==> config.mk <==
export PLATFORM = sky130hd
export DESIGN_NAME = serial_receive_error_flags
export DESIGN_NICKNAME = d
export VERILOG_FILES = /design/src/hw/serial_err_pkg.sv /design/src/hw/serial_receive_error_flags.sv
export SDC_FILE = /design/constraint.sdc
export NUM_CORES = 1
export LEC_CHECK = 0
export BUFFER_PORTS_ARGS = -buffer_cell sky130_fd_sc_hd__buf_2
export CAP_MARGIN = 30
export CORE_AREA = 5 5 71 73
export DETAILED_ROUTE_END_ITERATION = 6
export DIE_AREA = 0 0 76 78
export HOLD_SLACK_MARGIN = 0.03
export MAX_ROUTING_LAYER = met4
export PLACE_DENSITY = 0.84
export SETUP_SLACK_MARGIN = 0.05
export SLEW_MARGIN = 15
export SYNTH_ARGS = -nofsm -noshare
export SYNTH_HDL_FRONTEND = slang
export SYNTH_SLANG_ARGS = --single-unit
==> constraint.sdc <==
create_clock -name clk_i -period 4.55 [get_ports clk_i]
set_input_delay 1.365 -clock clk_i [delete_from_list [all_inputs] [get_ports clk_i]]
set_output_delay 1.365 -clock clk_i [all_outputs]
set_load 0.02 [all_outputs]
==> src/hw/serial_err_pkg.sv <==
// package: register map, field positions and reset values of the receive error flag block
package serial_err_pkg;
    // register byte offsets on the apb bus
    localparam logic [7:0] STATUS_OFFSET = 8'h00;
    localparam logic [7:0] CONTROL_OFFSET = 8'h04;
    localparam logic [7:0] RX_DATA_OFFSET = 8'h08;
    localparam logic [7:0] IRQ_STATUS_OFFSET = 8'h0c;
    localparam logic [7:0] IRQ_MASK_OFFSET = 8'h10;
    // status register field positions
    localparam int RX_FULL_BIT = 6;
    localparam int OVERRUN_BIT = 5;
    localparam int FRAMING_BIT = 4;
    localparam int PARITY_BIT = 3;
    // control register field positions
    localparam int RX_ENABLE_BIT = 0;
    localparam int SYNC_MODE_BIT = 1;
    localparam int TWO_STOP_BIT = 2;
    // interrupt status and mask field positions
    localparam int IRQ_RX_FULL_BIT = 0;
    localparam int IRQ_OVERRUN_BIT = 1;
    localparam int IRQ_FRAMING_BIT = 2;
    localparam int IRQ_PARITY_BIT = 3;
    // reset values
    localparam logic [7:0] STATUS_RESET = 8'h00;
    localparam logic [2:0] CONTROL_RESET = 3'h0;
    localparam logic [7:0] RX_DATA_RESET = 8'h00;
    localparam logic [3:0] IRQ_RESET = 4'h0;
endpackage

==> src/hw/serial_receive_error_flags.sv <==
// receive error flag logic of a serial port with an apb register slave
// How it works
// - overrun set when char completes while full
// - overrun cleared by zero write after one read
// - receive disable keeps overrun flag
// - overrun keeps old data, drops new
// - overrun stalls receive; sync mode also transmit
// - framing flag set on bad stop bit
// - framing cleared by zero write after read
// - receive disable keeps framing flag
// - two stop bits: check first only
// - framing error loads data, full not set
// - framing flag stalls receive, sync also transmit
// - parity flag set on parity check failure
// - parity cleared by zero write after read
// - receive disable keeps parity flag
// - parity error loads data, full not set
// - parity flag stalls receive, sync also transmit
// - full flag marks waiting received character
// - writing one to error flags ignored
//
// The APB interface to the registers and the register offsets are this design's own decisions.
`timescale 1ns/100ps
`default_nettype none
module serial_receive_error_flags
    import serial_err_pkg::*;
(
    // clock and reset
    input wire logic clk_i,
    input wire logic sys_rst_i,
    // apb slave
    input wire logic psel_i,
    input wire logic penable_i,
    input wire logic pwrite_i,
    input wire logic [7:0] paddr_i,
    input wire logic [31:0] pwdata_i,
    input wire logic [3:0] pstrb_i,
    output logic [31:0] prdata_o,
    output logic pready_o,
    output logic pslverr_o,
    // receive shifter side: one character completes per pulse
    input wire logic rx_done_i,
    input wire logic [7:0] rx_char_i,
    input wire logic rx_parity_bad_i,
    input wire logic rx_stop1_i,
    input wire logic rx_stop2_i,
    // stall outputs to the shift logic
    output logic rx_stall_o,
    output logic tx_stall_o,
    // interrupt
    output logic irq_o
);

    // software-visible state
    // each flag is a single bit; the status word exists only in the read mux
    logic rx_full_reg;
    logic overrun_reg;
    logic framing_reg;
    logic parity_reg;
    logic [7:0] rx_data_reg;
    logic [2:0] control_reg;
    logic [3:0] irq_status_reg;
    logic [3:0] irq_mask_reg;
    // per-flag "read as one" arming, the precondition for a clearing write
    logic overrun_armed_reg;
    logic framing_armed_reg;
    logic parity_armed_reg;
    logic rx_full_armed_reg;

    // apb decode; a single access phase answers at once
    // the answer is prepared at the setup edge, so pready is already high when the access
    // phase is sampled; this costs a register stage on prdata and saves every wait state
    // only byte lane 0 carries register bits, so a write without that lane does nothing
    // decode is a plain compare on the full byte address; aliases are refused, not folded
    logic access;
    logic wr_en;
    logic rd_en;
    logic hit_status;
    logic hit_control;
    logic hit_data;
    logic hit_irq_status;
    logic hit_irq_mask;
    logic mapped;
    assign access = psel_i & penable_i;
    assign wr_en = access & pwrite_i & pstrb_i[0];
    assign rd_en = access & ~pwrite_i;
    assign hit_status = paddr_i == STATUS_OFFSET;
    assign hit_control = paddr_i == CONTROL_OFFSET;
    assign hit_data = paddr_i == RX_DATA_OFFSET;
    assign hit_irq_status = paddr_i == IRQ_STATUS_OFFSET;
    assign hit_irq_mask = paddr_i == IRQ_MASK_OFFSET;
    assign mapped = hit_status | hit_control | hit_data | hit_irq_status | hit_irq_mask;

    // receive path events
    // the shifter pulses rx_done_i once per character with every qualifier valid in that cycle;
    // each event below lasts exactly that cycle and the character is taken or dropped whole
    // the shifter is expected to stop on the stall outputs; anything it still sends is ignored
    logic any_error;
    logic rx_accept;
    logic frame_bad;
    logic overrun_evt;
    logic framing_evt;
    logic parity_evt;
    logic clean_evt;
    // a set error flag blocks any new character from entering
    assign any_error = overrun_reg | framing_reg | parity_reg;
    assign rx_accept = rx_done_i & control_reg[RX_ENABLE_BIT] & ~any_error;
    assign frame_bad = ~rx_stop1_i;
    assign overrun_evt = rx_accept & rx_full_reg;
    assign framing_evt = rx_accept & ~rx_full_reg & frame_bad;
    assign parity_evt = rx_accept & ~rx_full_reg & rx_parity_bad_i;
    // a clean character is the only one that marks data as waiting
    assign clean_evt = rx_accept & ~rx_full_reg & ~frame_bad & ~rx_parity_bad_i;

    // status write helpers: a zero in a bit position clears only if armed
    logic st_wr; // status write at the access edge
    logic st_rd; // status read at the access edge
    logic overrun_clr; // software clears the overrun flag
    logic framing_clr; // software clears the framing flag
    logic parity_clr; // software clears the parity flag
    logic rx_full_clr; // software releases the waiting character
    assign st_wr = wr_en & hit_status;
    assign st_rd = rd_en & hit_status;
    assign overrun_clr = st_wr & overrun_armed_reg & ~pwdata_i[OVERRUN_BIT];
    assign framing_clr = st_wr & framing_armed_reg & ~pwdata_i[FRAMING_BIT];
    assign parity_clr = st_wr & parity_armed_reg & ~pwdata_i[PARITY_BIT];
    // reading the data word releases the character as well
    assign rx_full_clr = (st_wr & rx_full_armed_reg & ~pwdata_i[RX_FULL_BIT]) | (rd_en & hit_data);

    // holding register: loaded on framing/parity errors too, never on overrun
    // loading a bad character keeps it inspectable, while the untouched full flag tells
    // software that it is not a valid one
    always_ff @(posedge clk_i or posedge sys_rst_i) begin
        if (sys_rst_i) begin
            // nothing received yet
            rx_data_reg <= RX_DATA_RESET;
        end else if (rx_accept & ~rx_full_reg) begin
            rx_data_reg <= rx_char_i;
        end
        // overrun and stalled cycles fall through and keep the old character
    end

    // receive-full flag: only clean characters set it
    // a clean character wins over a data read in the same cycle, so it is never lost
    always_ff @(posedge clk_i or posedge sys_rst_i) begin
        if (sys_rst_i) begin
            // no character waits after reset
            rx_full_reg <= STATUS_RESET[RX_FULL_BIT];
        end else if (clean_evt) begin
            rx_full_reg <= 1'b1;
        end else if (rx_full_clr) begin
            // cleared by reading the data or by a zero write after reading one
            rx_full_reg <= 1'b0;
        end
        // errors and receive disable leave the flag untouched
    end

    // overrun flag; receive enable does not touch it
    always_ff @(posedge clk_i or posedge sys_rst_i) begin
        if (sys_rst_i) begin
            // flags come up clear
            overrun_reg <= STATUS_RESET[OVERRUN_BIT];
        end else if (overrun_evt) begin
            overrun_reg <= 1'b1;
        end else if (overrun_clr) begin
            overrun_reg <= 1'b0;
        end
        // no clear on receive disable
        // any other cycle leaves the flag as it was
    end

    // framing flag
    always_ff @(posedge clk_i or posedge sys_rst_i) begin
        if (sys_rst_i) begin
            // flags come up clear
            framing_reg <= STATUS_RESET[FRAMING_BIT];
        end else if (framing_evt) begin
            framing_reg <= 1'b1;
        end else if (framing_clr) begin
            framing_reg <= 1'b0;
        end
        // no clear on receive disable
        // any other cycle leaves the flag as it was
    end

    // parity flag
    always_ff @(posedge clk_i or posedge sys_rst_i) begin
        if (sys_rst_i) begin
            // flags come up clear
            parity_reg <= STATUS_RESET[PARITY_BIT];
        end else if (parity_evt) begin
            parity_reg <= 1'b1;
        end else if (parity_clr) begin
            parity_reg <= 1'b0;
        end
        // no clear on receive disable
        // any other cycle leaves the flag as it was
    end

    // arming: a status read that sees a flag high arms it; any status write disarms
    // the arm is taken from the word actually returned, captured at the setup edge: a flag
    // that rises between setup and access was not seen by software, and a zero written
    // later must not clear it
    always_ff @(posedge clk_i or posedge sys_rst_i) begin
        if (sys_rst_i) begin
            overrun_armed_reg <= 1'b0;
            framing_armed_reg <= 1'b0;
            parity_armed_reg <= 1'b0;
            rx_full_armed_reg <= 1'b0;
        end else if (st_rd) begin
            // arm from the returned word, not from the live flags
            overrun_armed_reg <= prdata_o[OVERRUN_BIT];
            framing_armed_reg <= prdata_o[FRAMING_BIT];
            parity_armed_reg <= prdata_o[PARITY_BIT];
            rx_full_armed_reg <= prdata_o[RX_FULL_BIT];
        // a status write, clearing or not, uses up the arm
        end else if (st_wr) begin
            // one read allows one clearing write
            overrun_armed_reg <= 1'b0;
            framing_armed_reg <= 1'b0;
            parity_armed_reg <= 1'b0;
            rx_full_armed_reg <= 1'b0;
        end
    end

    // control register: receive enable, synchronous mode, two stop bits
    // clearing receive enable only blocks new characters; the flags and the held data stay
    // the two-stop setting only matters to the shifter, the second stop bit is never judged
    always_ff @(posedge clk_i or posedge sys_rst_i) begin
        if (sys_rst_i) begin
            // receiver off, asynchronous, one stop bit
            control_reg <= CONTROL_RESET;
        end else if (wr_en & hit_control) begin
            control_reg <= pwdata_i[2:0];
        end
        // a write without lane 0 or to another address leaves the settings
    end

    // interrupt status: sticky, write one to clear, a new event wins
    // each event is a single-cycle pulse, so the status bit is what keeps it for software
    logic [3:0] irq_events;
    assign irq_events[IRQ_RX_FULL_BIT] = clean_evt;
    assign irq_events[IRQ_OVERRUN_BIT] = overrun_evt;
    assign irq_events[IRQ_FRAMING_BIT] = framing_evt;
    assign irq_events[IRQ_PARITY_BIT] = parity_evt;
    always_ff @(posedge clk_i or posedge sys_rst_i) begin
        if (sys_rst_i) begin
            // no pending events
            irq_status_reg <= IRQ_RESET;
        end else if (wr_en & hit_irq_status) begin
            irq_status_reg <= (irq_status_reg & ~pwdata_i[3:0]) | irq_events;
        end else begin
            // no write: events only accumulate
            irq_status_reg <= irq_status_reg | irq_events;
        end
    end

    // interrupt mask: one enables the matching status bit
    // masking hides a bit from the pin, but the status bit still records the event
    always_ff @(posedge clk_i or posedge sys_rst_i) begin
        if (sys_rst_i) begin
            // everything masked
            irq_mask_reg <= IRQ_RESET;
        end else if (wr_en & hit_irq_mask) begin
            irq_mask_reg <= pwdata_i[3:0];
        end
    end

    // interrupt output registered; one cycle behind the status bits
    // the extra cycle keeps the pin free of decode glitches; a handler that reads the status
    // right after the pin rises always finds the bit that caused it
    always_ff @(posedge clk_i or posedge sys_rst_i) begin
        if (sys_rst_i) begin
            // quiet after reset
            irq_o <= 1'b0;
        end else begin
            irq_o <= |(irq_status_reg & irq_mask_reg);
        end
    end

    // stall outputs, registered from the flags' next state
    // built from the next state so that the stall changes at the same edge as the flags and
    // the shifter never sees one cycle of a stale stall after a clear or a new error
    logic overrun_next; // overrun flag after this edge
    logic framing_next; // framing flag after this edge
    logic parity_next; // parity flag after this edge
    logic any_error_next; // any error flag after this edge
    assign overrun_next = overrun_evt | (overrun_reg & ~overrun_clr);
    assign framing_next = framing_evt | (framing_reg & ~framing_clr);
    assign parity_next = parity_evt | (parity_reg & ~parity_clr);
    assign any_error_next = overrun_next | framing_next | parity_next;
    always_ff @(posedge clk_i or posedge sys_rst_i) begin
        if (sys_rst_i) begin
            // no flag set, nothing stalled
            rx_stall_o <= 1'b0;
            tx_stall_o <= 1'b0;
        end else begin
            rx_stall_o <= any_error_next;
            // asynchronous mode lets transmission go on
            tx_stall_o <= any_error_next & control_reg[SYNC_MODE_BIT];
        end
    end

    // read data mux
    // unused bits and unmapped addresses read as zero; an unmapped address is reported
    // through pslverr instead of a special value
    // reading has no side effect here; the data-read release of the full flag sits with the flag
    logic [31:0] read_word;
    always_comb begin
        read_word = 32'h0000_0000;
        if (hit_status) begin
            read_word[RX_FULL_BIT] = rx_full_reg;
            read_word[OVERRUN_BIT] = overrun_reg;
            read_word[FRAMING_BIT] = framing_reg;
            read_word[PARITY_BIT] = parity_reg;
        end else if (hit_control) begin
            read_word[2:0] = control_reg;
        end else if (hit_data) begin
            read_word[7:0] = rx_data_reg;
        end else if (hit_irq_status) begin
            read_word[3:0] = irq_status_reg;
        end else if (hit_irq_mask) begin
            read_word[3:0] = irq_mask_reg;
        end
    end

    // apb answer: ready from the first access cycle, no wait state; error on unmapped address
    // the read word is frozen at the setup edge; the arming logic relies on that word being
    // exactly what software receives
    always_ff @(posedge clk_i or posedge sys_rst_i) begin
        if (sys_rst_i) begin
            pready_o <= 1'b0;
            pslverr_o <= 1'b0;
            prdata_o <= 32'h0000_0000;
        end else if (psel_i & ~penable_i) begin
            // setup cycle: prepare the answer for the access edge
            pready_o <= 1'b1;
            pslverr_o <= ~mapped;
            prdata_o <= pwrite_i ? 32'h0000_0000 : read_word;
        end else begin
            // access or idle: the answer lasts one cycle
            pready_o <= 1'b0;
            pslverr_o <= 1'b0;
        end
    end

    // the second stop bit is sampled by the shifter but deliberately unused
    // a bad second stop bit is therefore never reported; a receiver that needs that check
    // must do it outside this block
    logic unused_stop2;
    assign unused_stop2 = rx_stop2_i & control_reg[TWO_STOP_BIT];

endmodule
`default_nettype wire

======== Word-level counts from Yosys, hierarchy flattened ========
Cells that the tools add are included.
cells by class
  equality and inequality tests ........... 4
  muxes and demuxes ....................... 26
  bitwise logic cells ..................... 62
  reductions and logical operators ........ 7
operators with widths
  operator                                                               number
  1-bit AND                                                              31
  4-bit two-way mux                                                      6
  8-bit by 4-bit equality test with 1-bit output, second input constant  2
  1-bit two-way mux                                                      16
  1-bit inverter                                                         14
  1-bit OR                                                               12
  2-bit nonzero test                                                     5
  4-bit AND                                                              2
  8-bit by 3-bit equality test with 1-bit output, second input constant  1
  8-bit by 5-bit equality test with 1-bit output, second input constant  1
  8-bit logical NOT                                                      1
  8-bit two-way mux                                                      1
  4-bit OR                                                               2
  3-bit two-way mux                                                      2
  5-bit two-way mux                                                      1
  4-bit inverter                                                         1
  4-bit OR reduction                                                     1
storage, ports and cells
  register bits ........................... 64
  word-level logic and storage cells ...... 117

======== Logic depth before layout (Yosys ltp) ========
  word-level depth ........................ 12
  depth in mapped cells ................... 6
  mapped depth without buffers ............ 4

======== Worst setup path before layout ========
OpenSTA, ideal clock, no wires.
  kind .................................... in2reg
  start ................................... input paddr_i[5]
  end ..................................... register tx_stall_o
  setup time .............................. 134 ps
  data arrival time ....................... 2869 ps
  required time ........................... 4416 ps
  path slack .............................. 1546 ps
  stages .................................. 5
  cell sequence ........................... or4_4 or4_4 buf_6 o31ai_4 a31oi_1
on the way
  word-level cells in the longest chain between the ends .. 10
  elaborated cells on any way between the ends .. 20
ends and longest elaborated chain
  element                                           line                                                                  RTL
  start, declared                                   serial_receive_error_flags.sv:35                                      input wire logic [7:0] paddr_i,
  8-bit logical NOT *                               serial_receive_error_flags.sv:87                                      assign hit_status = paddr_i == STATUS_OFFSET;
  1-bit AND *                                       serial_receive_error_flags.sv:122                                     assign st_wr = wr_en & hit_status;
  1-bit AND, on equally long branches (2 in a row)  serial_receive_error_flags.sv:124, serial_receive_error_flags.sv:125
  1-bit inverter, on equally long branches          serial_receive_error_flags.sv:288, serial_receive_error_flags.sv:289
  1-bit AND, on equally long branches               serial_receive_error_flags.sv:288, serial_receive_error_flags.sv:289
  1-bit OR, on equally long branches                serial_receive_error_flags.sv:288, serial_receive_error_flags.sv:289
  1-bit OR                                          serial_receive_error_flags.sv:291                                     assign any_error_next = overrun_next | framing_next | parity_next;
  1-bit OR *                                        serial_receive_error_flags.sv:291
  1-bit AND *                                       serial_receive_error_flags.sv:300                                     tx_stall_o <= any_error_next & control_reg[SYNC_MODE_BIT];
  end signal, assigned                              serial_receive_error_flags.sv:300
  end, declared                                     serial_receive_error_flags.sv:49                                      output logic tx_stall_o,
Every way passes the cells marked *; elsewhere a longest branch is shown, timed or not.
A chain may end at the register's enable or synchronous reset.

======== Final worst setup path ========
  start ................................... input paddr_i[5]
  end ..................................... register irq_mask_reg[0]
on the way
  word-level cells in the longest chain between the ends .. 2
ends and longest elaborated chain
  element                                         line                               RTL
  8-bit by 5-bit equality test with 1-bit output  serial_receive_error_flags.sv:91   assign hit_irq_mask = paddr_i == IRQ_MASK_OFFSET;
  1-bit AND                                       serial_receive_error_flags.sv:264  end else if (wr_en & hit_irq_mask) begin
  end signal, assigned                            serial_receive_error_flags.sv:265  irq_mask_reg <= pwdata_i[3:0];
  end, declared                                   serial_receive_error_flags.sv:63   logic [3:0] irq_mask_reg;
Every way passes these cells.

==> impl_metrics.ini <==
[critical_path]
path_class = in -> reg
start_kind = input port
end_kind = flop
ff2ff_setup_slack_ps = 2810
cp_max_fo = 5
cp.required_ps = 4720
r2r-end = tx_stall_o
rr_worst_depth = 4
crit_arrival_ps = 3180
worstReg2RegStart = parity_reg

[logic_synthesis]
postSynthAreaPerCell_um2 = 9.65
synth.largest_area_cell = dfrtp_1
yosysSeqAreaShare_pct = 47.6
syn-instance-count = 218
synth_top_area_share_pct = 47.6
syn-cell-area_um2 = 2100
yosys-top-cells-area = dfrtp_1 48%, buf_4 8.6%, nand2_1 6.1%
synth_seq_cells = 40
yosysWarnings = 0
synth.distinct_cells = 38

[global_routing]
grt_usage_pct = 17.4
first_global_vias = 1673
grt.overflow.total = 0
grt_use_met3_pct = 5.44
grt_first_pass_wirelength_mm = 8.09
gr-usage-met1_pct = 22.2
grt_util_met2_pct = 25.7
grt_max_degree = 41
gr-max-usage-layer = met2
antenna_found_initial = 0

[final_layout]
final_cell_area_um2 = 2360
syn2layout_area_growth_pct = 12.3
utilization_pct = 55.0
fin_nets = 323
diodes = 0
drive_above_1_share_pct = 24.3
fill_cells = 406
fin_cells = 315

[route]
vias_per_cell = 5.30
drcViolationCount = 0
wl_mm = 4.73
via_count = 1670
drt-initial-drc-count = 153
drtPass1Iterations = 4
wl_per_cell_um = 15.0
ant_nets = 0

[worst_hold_path]
holdPathStages = 2
whs_endpoint = rx_data_reg[1]
hp-class = reg -> reg
hp-start = rx_data_reg[1]

[die]
die_h_um = 78
rows = 24
die_area_um2 = 5930
coreArea_um2 = 4290
io_pins = 98
die_x_um = 76
initial_core_util_pct = 49.0

[cts]
cts_max_level = 2
postCtsSetupBuffers = 0
cts_buffers = 5
clk_latency_ps = 290
postCtsHoldBufs = 0
clock-sinks = 40
clk_pin_slew_ps = 70
root_buffer = clkbuf_8
post_cts_resized = 0
cts_tree = built
cts_buffer_depth = 2

[timing]
period_needed_ps = 3010
rsz0062_at_grt = false
setup_tns_ps = 0
slew_headroom_pct = 54.4
max_freq_mhz = 332
min_period_over_period_pct = 66.1
maxSlewViolCount = 0
worstMarginPinSlew_ps = 677
skew_ps = 4.34
hold_viol = 0
finalSetupViolCount = 0

[place]
dp_hpwl_mm = 3.54
place_congestion = 0.880
io_buffers = 44
dp_cells = 307
placed_cell_area_um2 = 2270

[run_status]
outcome = finished clean

[pwr]
report.power.total_uw = 659
power_density_nw_per_um2 = 279
vdd_drop_max_v = 0.000175
p_leak_nw = 1.23

[job]
maxCapViolations = 0
[worst max path at each step]
stage	startpoint	endpoint	slack, ps	cells past startpoint
3_5_place_dp	paddr_i[5]	irq_mask_reg[3]	1270	5
5_1_grt	paddr_i[5]	irq_mask_reg[0]	1420	5
2_1_floorplan	paddr_i[5]	tx_stall_o	1550	5
3_3_place_gp	paddr_i[5]	irq_mask_reg[0]	1280	5
6_report	paddr_i[5]	irq_mask_reg[0]	1540	5
4_1_cts	paddr_i[5]	irq_mask_reg[0]	1570	5
[layout by cell type (no fill, tap or decap), types with 2 or more instances in the layout]
cell type / n
a2bb2oi_1: 2
nor4_1: 2
a21oi_1: 2
nor4b_1: 2
o21ai_0: 12
o22ai_1: 4
mux2i_1: 4
or4_4: 2
nor2b_1: 6
inv_1: 15
nor3_1: 2
clkbuf_8: 6
buf_2: 44
and3_1: 3
a22o_1: 2
nand2b_1: 3
clkbuf_1: 2
or3_1: 2
mux2_2: 9
a22oi_1: 5
conb_1: 24
nand2_1: 34
nand3_1: 7
buf_4: 2
dfrtp_1: 40
nand4_1: 5
nor2_1: 4
a32o_1: 3
and2_1: 2
a31oi_1: 5
[where the power goes]
part	total (mW)	internal, mW	switching, mW
Clock	0.236	0.124	0.112
Combinational	0.0649	0.0183	0.0466
Sequential	0.359	0.358	0.00119
[Yosys cell counts]
master and count:
nand4bb_1 1, o41ai_1 1, nand2b_1 3, nor2_1 4, nor4_1 2, mux2i_1 4, o22a_1 1, dfrtp_1 40
buf_1 2, nand3_1 7, and3_1 3, nor2b_1 6, a31oi_1 5, and2_1 2, clkbuf_1 5, o31ai_4 1
nand2_1 34, buf_4 24, and3b_1 1, inv_1 15, nor3_1 2, a2bb2oi_1 2, a21o_1 1, buf_6 1
conb_1 1, a21oi_1 2, or3_1 2, mux2_2 9, o22ai_1 4, a22oi_1 5, a22o_1 2, a32o_1 3
or4_4 2, nor4b_1 2, nand4_1 5, nor3b_1 1, o21ai_0 12, nor4bb_1 1
[worst max-delay path, cell delays in order]
cell,delay (ps)
buf_2,110
or4_4,530
nor3_1,500
and2_1,320
mux2_2,360
[cell families after synthesis]
logic type | after synthesis | share of synthesized area, %
AOI/OAI and AO/OA | 39 | 13.1
buffers and inverters | 47 | 13.0
other | 1 | 0.178
muxes | 13 | 6.72
and+or+nand+nor | 78 | 19.4
DFF | 40 | 47.6
[per-stage QoR]
step	setup slack [ps]	hold slack, ps
final	1540	490
after detailed placement	1270	478
after floorplan	1550	438
after global placement	1280	464
after global routing	1420	515
after CTS	1570	495
[routing by layer]
metal	vias up	part of all wire [%]
li1	802	-
met5	-	0
met2	71	46
met4	0	2.3
met3	11	7.7
met1	786	44
[layout make-up]
class / count / area (um2) / share of cell area, %
clock buffers: 8 / 90.1 / 3.81
multi-input cells: 154 / 916 / 38.8
inverters: 15 / 56.3 / 2.38
well taps: 52 / 65.1 / 2.75
repair buffers: 46 / 235 / 9.95
flip-flops and latches: 40 / 1000 / 42.4
Note: power is estimated with default switching activity, not from simulation.
